==> config.mk <==
export PLATFORM = sky130hd
export DESIGN_NAME = tcd_dma_unit
export DESIGN_NICKNAME = d
export VERILOG_FILES = /design/src/hdl/tcd_dma_unit.v
export VERILOG_INCLUDE_DIRS = /design/src /design/src/hdl
export SDC_FILE = /design/constraint.sdc
export NUM_CORES = 1
export LEC_CHECK = 0
export ABC_AREA = 1
export BUFFER_PORTS_ARGS = -buffer_cell sky130_fd_sc_hd__buf_2
export CAP_MARGIN = 25
export CORE_UTILIZATION = 50
export CTS_CLUSTER_SIZE = 30
export DETAILED_ROUTE_END_ITERATION = 8
export PLACE_DENSITY = 0.65
export SYNTH_ARGS = -nofsm -noshare
export SYNTH_HDL_FRONTEND = slang
export SYNTH_SLANG_ARGS = --single-unit
==> constraint.sdc <==
create_clock -name clk_i -period 11.3 [get_ports clk_i]
set_clock_uncertainty 0.2 [all_clocks]
set_input_delay 2.26 -clock clk_i [delete_from_list [all_inputs] [get_ports clk_i]]
set_output_delay 2.26 -clock clk_i [all_outputs]
set_load 0.02 [all_outputs]
==> src/hdl/tcd_consts.vh <==
// What this block does
// - two identical channels, each fed by pin, timer 2 or software requests
// - fetch and deposit run as one unbroken pair, nothing between them
// - fetched data goes to a holding register, deposit writes it out
// - source and destination each choose memory or I/O space
// - byte or word width per channel, word refused on the 8-bit bus
// - odd source word on 16-bit bus runs as two fetches, odd destination word as two deposits
// - 20-bit source and destination pointers over a flat 1 Mbyte space
// - I/O cycles run at any pointer address, also above 64K
// - pointers step up, down or stay, by two for words, one for bytes
// - no request is honoured until software arms the channel
// - request pin sampled on falling edge of processor clock output
// - at least four clocks from sampled pin request to cycle start
// - latched pin request cleared as the last fetch completes and the deposit starts
// - source gets at least three clocks after its fetch to withdraw
// - destination-synchronized transfers add two idle states after deposit
// - bus is released during those two idle states
// - sync type selectable: source, destination, timer or unsynchronized
// - timer mode runs one transfer per timer 2 maximum count
// - unsynchronized mode runs back-to-back until count zero or NMI
// - no transfer acknowledge output is driven
// - transfers continue while request active and limit not passed
// - 16-bit count drops by one per transfer, may stop at zero
// - unsynchronized transfers always disarm at count zero
// - equal priority rotates, otherwise high priority channel wins
`ifndef TCD_CONSTS_VH
`define TCD_CONSTS_VH
`define TCD_OFF_SRC     6'h00
`define TCD_OFF_DST     6'h04
`define TCD_OFF_CNT     6'h08
`define TCD_OFF_CTL     6'h0C
`define TCD_CH_STRIDE   6'h10
`define TCD_OFF_STAT    6'h20
`define TCD_CTL_ARM     0
`define TCD_CTL_SMEM    1
`define TCD_CTL_DMEM    2
`define TCD_CTL_SINC    4:3
`define TCD_CTL_DINC    6:5
`define TCD_CTL_WORD    7
`define TCD_CTL_SYNC    9:8
`define TCD_CTL_TC      10
`define TCD_CTL_PRI     11
`define TCD_CTL_SUSP    12
`define TCD_CTL_W       13
`define TCD_CTL_RST     13'h0000
`define TCD_PTR_RST     20'h00000
`define TCD_CNT_RST     16'h0000
`define TCD_SYNC_NONE   2'h0
`define TCD_SYNC_SRC    2'h1
`define TCD_SYNC_DST    2'h2
`define TCD_SYNC_TMR    2'h3
`define TCD_STEP_INC    2'h1
`define TCD_STEP_DEC    2'h2
`define TCD_REQ_LAT     4
`define TCD_IDLE_GAP    2
`endif

==> src/hdl/tcd_dma_unit.v <==
// The Avalon-MM slave port and the register offsets were chosen for this implementation.
`timescale 1ns/1ps
`include "tcd_consts.vh"
module tcd_dma_unit #(
   parameter BUS8 = 0
) (
   // clock and reset
   input  wire        clk_i,
   input  wire        rst_n_i,
   // avalon-mm register slave
   input  wire [5:0]  avs_address_i,
   input  wire        avs_read_i,
   input  wire        avs_write_i,
   input  wire [31:0] avs_writedata_i,
   output reg  [31:0] avs_readdata_o,
   output reg         avs_waitrequest_o,
   // request sources
   input  wire [1:0]  transfer_request_pin_i,
   input  wire        processor_clock_output_i,
   input  wire        timer2_max_i,
   input  wire        nmi_active_i,
   // bus cycle engine
   output reg         bce_req_o,
   output reg         bce_we_o,
   output reg         bce_io_o,
   output reg         bce_word_o,
   output reg         bce_lock_o,
   output reg         bce_dma_o,
   output reg  [19:0] bce_addr_o,
   output reg  [15:0] bce_wdata_o,
   input  wire [15:0] bce_rdata_i,
   input  wire        bce_done_i
);
   localparam S_IDLE  = 3'h0;
   localparam S_WAIT  = 3'h1;
   localparam S_FETCH = 3'h2;
   localparam S_DEP   = 3'h3;
   localparam S_GAP   = 3'h4;
   localparam [2:0] BLANK_LEN = `TCD_REQ_LAT;

   function [19:0] step_ptr;
      input [19:0] p;
      input [1:0]  mode;
      input        word;
      begin
         case (mode)
            `TCD_STEP_INC: step_ptr = p + (word ? 20'h00002 : 20'h00001);
            `TCD_STEP_DEC: step_ptr = p - (word ? 20'h00002 : 20'h00001);
            default:       step_ptr = p;
         endcase
      end
   endfunction

   function is_ext;
      input [1:0] sync;
      begin
         is_ext = (sync == `TCD_SYNC_SRC) || (sync == `TCD_SYNC_DST);
      end
   endfunction

   reg [19:0] src_reg [0:1];
   reg [19:0] dst_reg [0:1];
   reg [15:0] cnt_reg [0:1];
   reg [`TCD_CTL_W-1:0] ctl_reg [0:1];
   reg [1:0]  rq_lat_reg;
   reg [1:0]  pin_s1_reg;
   reg [1:0]  pin_s2_reg;
   reg        co_s1_reg;
   reg        co_s2_reg;
   reg        co_d_reg;
   reg [2:0]  st_reg;
   reg        cur_reg;
   reg        rot_reg;
   reg        part_reg;
   reg [2:0]  tmr_reg;
   reg [15:0] hold_reg;
   reg [2:0]  blank_reg [0:1];

   // register bus decode
   wire       acc_w   = avs_write_i & ~avs_waitrequest_o;
   wire       reg_ch  = avs_address_i[4];
   wire [5:0] reg_off = {2'b00, avs_address_i[3:0]};
   wire       in_ch   = ~avs_address_i[5];

   // falling edge of synchronized processor clock output
   wire co_fall = co_d_reg & ~co_s2_reg;

   // per-channel effective settings
   wire [1:0] want;
   genvar g;
   generate
      for (g = 0; g < 2; g = g + 1) begin : g_want
         wire [1:0] sy = ctl_reg[g][`TCD_CTL_SYNC];
         assign want[g] = ctl_reg[g][`TCD_CTL_ARM] & ~ctl_reg[g][`TCD_CTL_SUSP] &
                          ~nmi_active_i &
                          ((sy == `TCD_SYNC_NONE) | rq_lat_reg[g]);
      end
   endgenerate

   // arbitration: fixed when priorities differ, rotating when equal
   wire pri0 = ctl_reg[0][`TCD_CTL_PRI];
   wire pri1 = ctl_reg[1][`TCD_CTL_PRI];
   reg  pick;
   always @* begin
      if (want == 2'b01)
         pick = 1'b0;
      else if (want == 2'b10)
         pick = 1'b1;
      else if (pri0 != pri1)
         pick = pri1;
      else
         pick = rot_reg;
   end

   // current channel view
   wire [`TCD_CTL_W-1:0] cctl = ctl_reg[cur_reg];
   wire [1:0]  csync  = cctl[`TCD_CTL_SYNC];
   wire        cword  = cctl[`TCD_CTL_WORD] & (BUS8 == 0);
   wire [19:0] csrc   = src_reg[cur_reg];
   wire [19:0] cdst   = dst_reg[cur_reg];
   wire        s_split = cword & csrc[0];
   wire        d_split = cword & cdst[0];
   wire [15:0] cnt_dec = cnt_reg[cur_reg] - 16'h0001;
   wire        last_dep = (st_reg == S_DEP) & bce_done_i & (~d_split | part_reg);
   wire        dep_start = (st_reg == S_FETCH) & bce_done_i & (~s_split | part_reg);

   // pin and clock output synchronizers
   always @(posedge clk_i or negedge rst_n_i) begin
      if (!rst_n_i) begin
         pin_s1_reg <= 2'b00;
         pin_s2_reg <= 2'b00;
         co_s1_reg  <= 1'b0;
         co_s2_reg  <= 1'b0;
         co_d_reg   <= 1'b0;
      end else begin
         pin_s1_reg <= transfer_request_pin_i;
         pin_s2_reg <= pin_s1_reg;
         co_s1_reg  <= processor_clock_output_i;
         co_s2_reg  <= co_s1_reg;
         co_d_reg   <= co_s2_reg;
      end
   end

   // request latches; a new request beats a same-cycle clear
   // synced pin lags the pin, so its old level is masked while busy and just after
   integer c;
   always @(posedge clk_i or negedge rst_n_i) begin
      if (!rst_n_i) begin
         rq_lat_reg   <= 2'b00;
         blank_reg[0] <= 3'h0;
         blank_reg[1] <= 3'h0;
      end else begin
         for (c = 0; c < 2; c = c + 1) begin
            if (cur_reg == c && dep_start)
               blank_reg[c] <= BLANK_LEN;
            else if (blank_reg[c] != 3'h0)
               blank_reg[c] <= blank_reg[c] - 3'h1;
            if (!ctl_reg[c][`TCD_CTL_ARM])
               rq_lat_reg[c] <= 1'b0;
            else if (is_ext(ctl_reg[c][`TCD_CTL_SYNC]) && co_fall && pin_s2_reg[c] &&
                     blank_reg[c] == 3'h0 && !(cur_reg == c && st_reg != S_IDLE))
               rq_lat_reg[c] <= 1'b1;
            else if (ctl_reg[c][`TCD_CTL_SYNC] == `TCD_SYNC_TMR && timer2_max_i)
               rq_lat_reg[c] <= 1'b1;
            // cleared as the deposit starts, so the peripheral's drop is seen
            else if (cur_reg == c && dep_start)
               rq_lat_reg[c] <= 1'b0;
         end
      end
   end

   // register file and transfer engine
   always @(posedge clk_i or negedge rst_n_i) begin
      if (!rst_n_i) begin
         src_reg[0] <= `TCD_PTR_RST;
         src_reg[1] <= `TCD_PTR_RST;
         dst_reg[0] <= `TCD_PTR_RST;
         dst_reg[1] <= `TCD_PTR_RST;
         cnt_reg[0] <= `TCD_CNT_RST;
         cnt_reg[1] <= `TCD_CNT_RST;
         ctl_reg[0] <= `TCD_CTL_RST;
         ctl_reg[1] <= `TCD_CTL_RST;
         st_reg     <= S_IDLE;
         cur_reg    <= 1'b0;
         rot_reg    <= 1'b1;
         part_reg   <= 1'b0;
         tmr_reg    <= 3'h0;
         hold_reg   <= 16'h0000;
         bce_req_o  <= 1'b0;
         bce_we_o   <= 1'b0;
         bce_io_o   <= 1'b0;
         bce_word_o <= 1'b0;
         bce_lock_o <= 1'b0;
         bce_dma_o  <= 1'b0;
         bce_addr_o <= 20'h00000;
         bce_wdata_o <= 16'h0000;
      end else begin
         // software writes; engine updates below take precedence
         if (acc_w && in_ch) begin
            case (reg_off)
               `TCD_OFF_SRC: src_reg[reg_ch] <= avs_writedata_i[19:0];
               `TCD_OFF_DST: dst_reg[reg_ch] <= avs_writedata_i[19:0];
               `TCD_OFF_CNT: cnt_reg[reg_ch] <= avs_writedata_i[15:0];
               `TCD_OFF_CTL: ctl_reg[reg_ch] <= avs_writedata_i[`TCD_CTL_W-1:0];
               default: ;
            endcase
         end
         case (st_reg)
            S_IDLE: begin
               bce_lock_o <= 1'b0;
               bce_dma_o  <= 1'b0;
               if (want != 2'b00) begin
                  cur_reg  <= pick;
                  part_reg <= 1'b0;
                  tmr_reg  <= 3'h0;
                  bce_dma_o <= 1'b1;
                  st_reg   <= S_WAIT;
               end else begin
                  rot_reg <= 1'b1;
               end
            end
            S_WAIT: begin
               tmr_reg <= tmr_reg + 3'h1;
               // pin requests need the full overhead; internal ones go now
               if (!is_ext(csync) || tmr_reg >= `TCD_REQ_LAT - 2) begin
                  st_reg     <= S_FETCH;
                  bce_req_o  <= 1'b1;
                  bce_we_o   <= 1'b0;
                  bce_lock_o <= 1'b1;
                  bce_io_o   <= ~cctl[`TCD_CTL_SMEM];
                  bce_word_o <= cword & ~s_split;
                  bce_addr_o <= csrc;
               end
            end
            S_FETCH: begin
               if (bce_done_i) begin
                  if (!s_split)
                     hold_reg <= bce_rdata_i;
                  else if (!part_reg)
                     hold_reg[7:0] <= bce_rdata_i[7:0];
                  else
                     hold_reg[15:8] <= bce_rdata_i[7:0];
                  if (s_split && !part_reg) begin
                     part_reg   <= 1'b1;
                     bce_addr_o <= csrc + 20'h00001;
                  end else begin
                     part_reg   <= 1'b0;
                     st_reg     <= S_DEP;
                     bce_we_o   <= 1'b1;
                     bce_io_o   <= ~cctl[`TCD_CTL_DMEM];
                     bce_word_o <= cword & ~d_split;
                     bce_addr_o <= cdst;
                     if (!s_split)
                        bce_wdata_o <= bce_rdata_i;
                     else if (d_split)
                        bce_wdata_o <= {8'h00, hold_reg[7:0]};
                     else
                        bce_wdata_o <= {bce_rdata_i[7:0], hold_reg[7:0]};
                  end
               end
            end
            S_DEP: begin
               if (bce_done_i) begin
                  if (d_split && !part_reg) begin
                     part_reg    <= 1'b1;
                     bce_addr_o  <= cdst + 20'h00001;
                     bce_wdata_o <= {8'h00, hold_reg[15:8]};
                  end else begin
                     bce_req_o  <= 1'b0;
                     bce_we_o   <= 1'b0;
                     src_reg[cur_reg] <= step_ptr(csrc, cctl[`TCD_CTL_SINC], cword);
                     dst_reg[cur_reg] <= step_ptr(cdst, cctl[`TCD_CTL_DINC], cword);
                     cnt_reg[cur_reg] <= cnt_dec;
                     if (cnt_dec == 16'h0000 &&
                         (cctl[`TCD_CTL_TC] || csync == `TCD_SYNC_NONE))
                        ctl_reg[cur_reg][`TCD_CTL_ARM] <= 1'b0;
                     rot_reg <= ~cur_reg;
                     tmr_reg <= 3'h0;
                     if (csync == `TCD_SYNC_DST) begin
                        st_reg     <= S_GAP;
                        bce_lock_o <= 1'b0;
                        bce_dma_o  <= 1'b0;
                     end else begin
                        st_reg <= S_IDLE;
                     end
                  end
               end
            end
            S_GAP: begin
               // bus is free here; the other channel may win next
               tmr_reg <= tmr_reg + 3'h1;
               rot_reg <= 1'b1;
               if (tmr_reg >= `TCD_IDLE_GAP - 1)
                  st_reg <= S_IDLE;
            end
            default: st_reg <= S_IDLE;
         endcase
      end
   end

   // register read path; one wait cycle per access
   reg [31:0] rd_mux;
   always @* begin
      rd_mux = 32'h00000000;
      if (in_ch) begin
         case (reg_off)
            `TCD_OFF_SRC: rd_mux = {12'h000, src_reg[reg_ch]};
            `TCD_OFF_DST: rd_mux = {12'h000, dst_reg[reg_ch]};
            `TCD_OFF_CNT: rd_mux = {16'h0000, cnt_reg[reg_ch]};
            `TCD_OFF_CTL: rd_mux = {19'h00000, ctl_reg[reg_ch]};
            default:      rd_mux = 32'h00000000;
         endcase
      end else if (avs_address_i == `TCD_OFF_STAT) begin
         rd_mux = {24'h000000, rq_lat_reg,
                   ctl_reg[1][`TCD_CTL_ARM], ctl_reg[0][`TCD_CTL_ARM],
                   st_reg == S_GAP, cur_reg, st_reg != S_IDLE, 1'b0};
      end
   end

   always @(posedge clk_i or negedge rst_n_i) begin
      if (!rst_n_i) begin
         avs_waitrequest_o <= 1'b1;
         avs_readdata_o    <= 32'h00000000;
      end else begin
         if ((avs_read_i | avs_write_i) & avs_waitrequest_o) begin
            avs_waitrequest_o <= 1'b0;
            avs_readdata_o    <= rd_mux;
         end else begin
            avs_waitrequest_o <= 1'b1;
         end
      end
   end
endmodule

==> flow_summary.toml <==
[cells_and_area]
syn_to_final_growth_pct = 9.91
fill_cells = 3454
diodes = 0
layout.cells.non_filler = 3236
drive_gt1_share_pct = 9.71
nNetsFinal = 2850

[clock_tree]
clk_path_buf_depth = 3
h-tree-depth = 1
cts.clk_slew.worst_paths_ns = 0.06
post_cts_resize_count = 0
clock_latency_ns = 0.59
postCtsSetupBuffers = 0
cts_made_buffers = 30
cts_tree = "built"
cts.sinks = 241
root_buffer = "clkbuf_16"
hold_buffers = 0

[timing]
fmax_mhz = 173
tightest_slew_ns = 1.02
slew_headroom_pct = 30.1
tns_ns = 0
worst_slack_ns = 5.51
rsz0062_at_grt = "no"
final.min_clock_period_ns = 5.79
final_hold_viol_count = 0
fin_hold_ws_ns = 0.147
setup_viol = 0
min_period_over_period_pct = 51.2
slew_violations = 0

[routing]
drt-met1-wl_mm = 27.9
vias = 18994
viasPerCell = 5.87
drtIter0Drc = 2206
ant_nets = 0
routed_wl_mm = 67.7
route.met3.wl_mm = 6.47
top_layer = "met4"
first_pass_iters = 6
routedWlPerCell_um = 20.9
wl_met2_mm = 29.8
drc_errors = 0

[placement]
hpwl_mm = 49.8
placed_cells = 3180
io_buffer_count = 114
routabilityCongestion = 1.07
preCtsSetupSlack_ns = 5.62

[global_routing]
globalRouteTotalUtil_pct = 37.6
antenna_found_initial = 1
grt_pass1_wl_mm = 103
grt_pass1_vias = 17251
grt_overflow_total = 0
grt_max_degree = 104

[power]
irDropWorstVdd_uv = 168
leakagePower_nw = 9.47
power.total_w = 0.00544
p_per_area_mw_per_mm2 = 282

[logic_synthesis]
synthCells = 2700
avgSynthCellArea_sq_um = 6.50
ys_async_sr_fraction_pct = 100
synth_flop_cell = "dfrtp_1"
synth_edf_count = 0
ys_ff_latch = 241
ys_warn_count = 0
syn_area_sq_mm = 0.0176
synth.distinct_cells = 63
yosysSeqAreaShare_pct = 34.4

[floorplan]
start_util_pct = 50.8
die_h_um = 189
io-pin-count = 139
dieWidth_um = 189
core_sq_mm = 0.0345
dieArea_sq_mm = 0.0359
rows = 68

[worst_setup_path]
arrival_ns = 6.06
cp.required_ns = 11.57
worst-path-max-fanout = 69
start_kind = "flop"
critPathKind = "flop to flop"
cp-end-kind = "flop"

[run_status]
status = "completed"

[min_path]
holdCritPathClass = "flop to flop"

[run]
cap_viol_max_count = 0
## cells in the final DEF, fill, tap and decap left out, types with 27 or more instances in the layout
| master | instances |
|---|---|
| buf_2 | 113 |
| inv_1 | 258 |
| nand3_1 | 176 |
| xor2_1 | 27 |
| o211ai_1 | 29 |
| nand4_1 | 31 |
| nand2_1 | 916 |
| clkbuf_16 | 31 |
| nor2_1 | 203 |
| dfrtp_1 | 238 |
| a21oi_1 | 123 |
| o21ai_0 | 266 |
| o21ai_1 | 27 |
## critical path, stage by stage (launching register included)
cell and delay, ns:
dfrtp_4 0.86, buf_4 0.79, o21ai_0 0.43, inv_1 0.47, ha_1 0.25, clkinv_1 0.28, nor2_1 0.28, nor2_1 0.09
a21oi_1 0.17, nand3_1 0.68, inv_2 0.64, o211ai_1 0.16, a21oi_1 0.21, nor2_1 0.06
## power by group
part	switching (W)	leakage (nW)	internal, W
Sequential	0.000242	3.02	0.00119
Clock	0.000407	0.465	0.000552
Combinational	0.00221	5.98	0.000837
Total	0.00286	9.47	0.00258
## stage by stage
stage | utilization [%] | area [sq um]
global route | 55.8 | 19300
floorplan | - | 17600
global placement | 52.9 | 18300
CTS | 55.8 | 19300
finish | 55.8 | 19300
detailed placement | 53.0 | 18300
## logic make-up after synthesis
logic type	Yosys count	share of synthesized area [%]
AO/OA/AOI/OAI	573	18.7
other	1	0.0214
XOR/XNOR	35	1.75
adder cells (fa/ha/maj)	29	2.14
flip-flops	241	34.4
AND/OR/NAND/NOR	1414	33.2
buffers and inverters	405	9.71
multiplexers	2	0.114
## synthesized netlist by cell type, drive strengths merged (2+ instances only)
| library cell | instances | area, sq um |
|---|---|---|
| a221oi | 5 | 43.8 |
| a21o | 3 | 22.5 |
| dfstp | 2 | 52.6 |
| a2111oi | 4 | 35.0 |
| nand4 | 31 | 194 |
| dfrtp | 239 | 5980 |
| or2 | 6 | 37.5 |
| a22o | 3 | 26.3 |
| a211oi | 4 | 30.0 |
| clkbuf | 68 | 255 |
| nor3 | 26 | 140 |
| nand2 | 936 | 3560 |
| nor4 | 7 | 43.8 |
| o32ai | 7 | 61.3 |
| o21bai | 6 | 48.8 |
| clkinv | 8 | 30.0 |
| nand3 | 177 | 891 |
| nor2 | 221 | 877 |
| o22ai | 23 | 144 |
| o21ai | 310 | 1620 |
| fa | 2 | 40.0 |
| a31oi | 18 | 113 |
| o2111ai | 4 | 35.0 |
| mux2i | 2 | 20.0 |
| ha | 26 | 325 |
| a22oi | 13 | 97.6 |
| xor2 | 27 | 236 |
| buf | 57 | 395 |
| o211ai | 29 | 218 |
| inv | 272 | 1020 |
| o221ai | 5 | 43.8 |
| a21boi | 2 | 22.5 |
| nand3b | 8 | 60.1 |
| o31ai | 7 | 52.6 |
| xnor2 | 8 | 70.1 |
| a21oi | 126 | 642 |
## per-layer routing
| metal | vias to the layer above | track usage, % |
|---|---|---|
| met5 | - | 0 |
| met4 | 0 | 17.6 |
| li1 | 8952 | - |
| met1 | 8848 | 52.0 |
| met3 | 182 | 6.10 |
| met2 | 1012 | 57.5 |
## layout make-up
class,instances,area [sq um],area share [%]
multi-input combinational,2065,9880,51.2
sequential,241,6040,31.3
inverter,280,1050,5.46
clock buffer,47,916,4.75
timing repair buffer,140,788,4.09
tap,455,569,2.95
clock inverter,8,50.0,0.259
## worst paths after layout
kind / startpoint / to / slack, ns / cells past startpoint
max: cur_reg / bce_addr_o[19] / 5.51 / 13
min: co_s1_reg / co_s2_reg / 0.15 / 0
max reg2reg: cur_reg / bce_addr_o[19] / 5.51 / 13
min reg2reg: co_s1_reg / co_s2_reg / 0.15 / 0
max in group asynchronous: rst_n_i / cnt_reg[23] / 8.01 / 2
min in group asynchronous: rst_n_i / blank_reg[2] / 1.47 / 1
No activity file was read; power rests on OpenSTA's default activity.
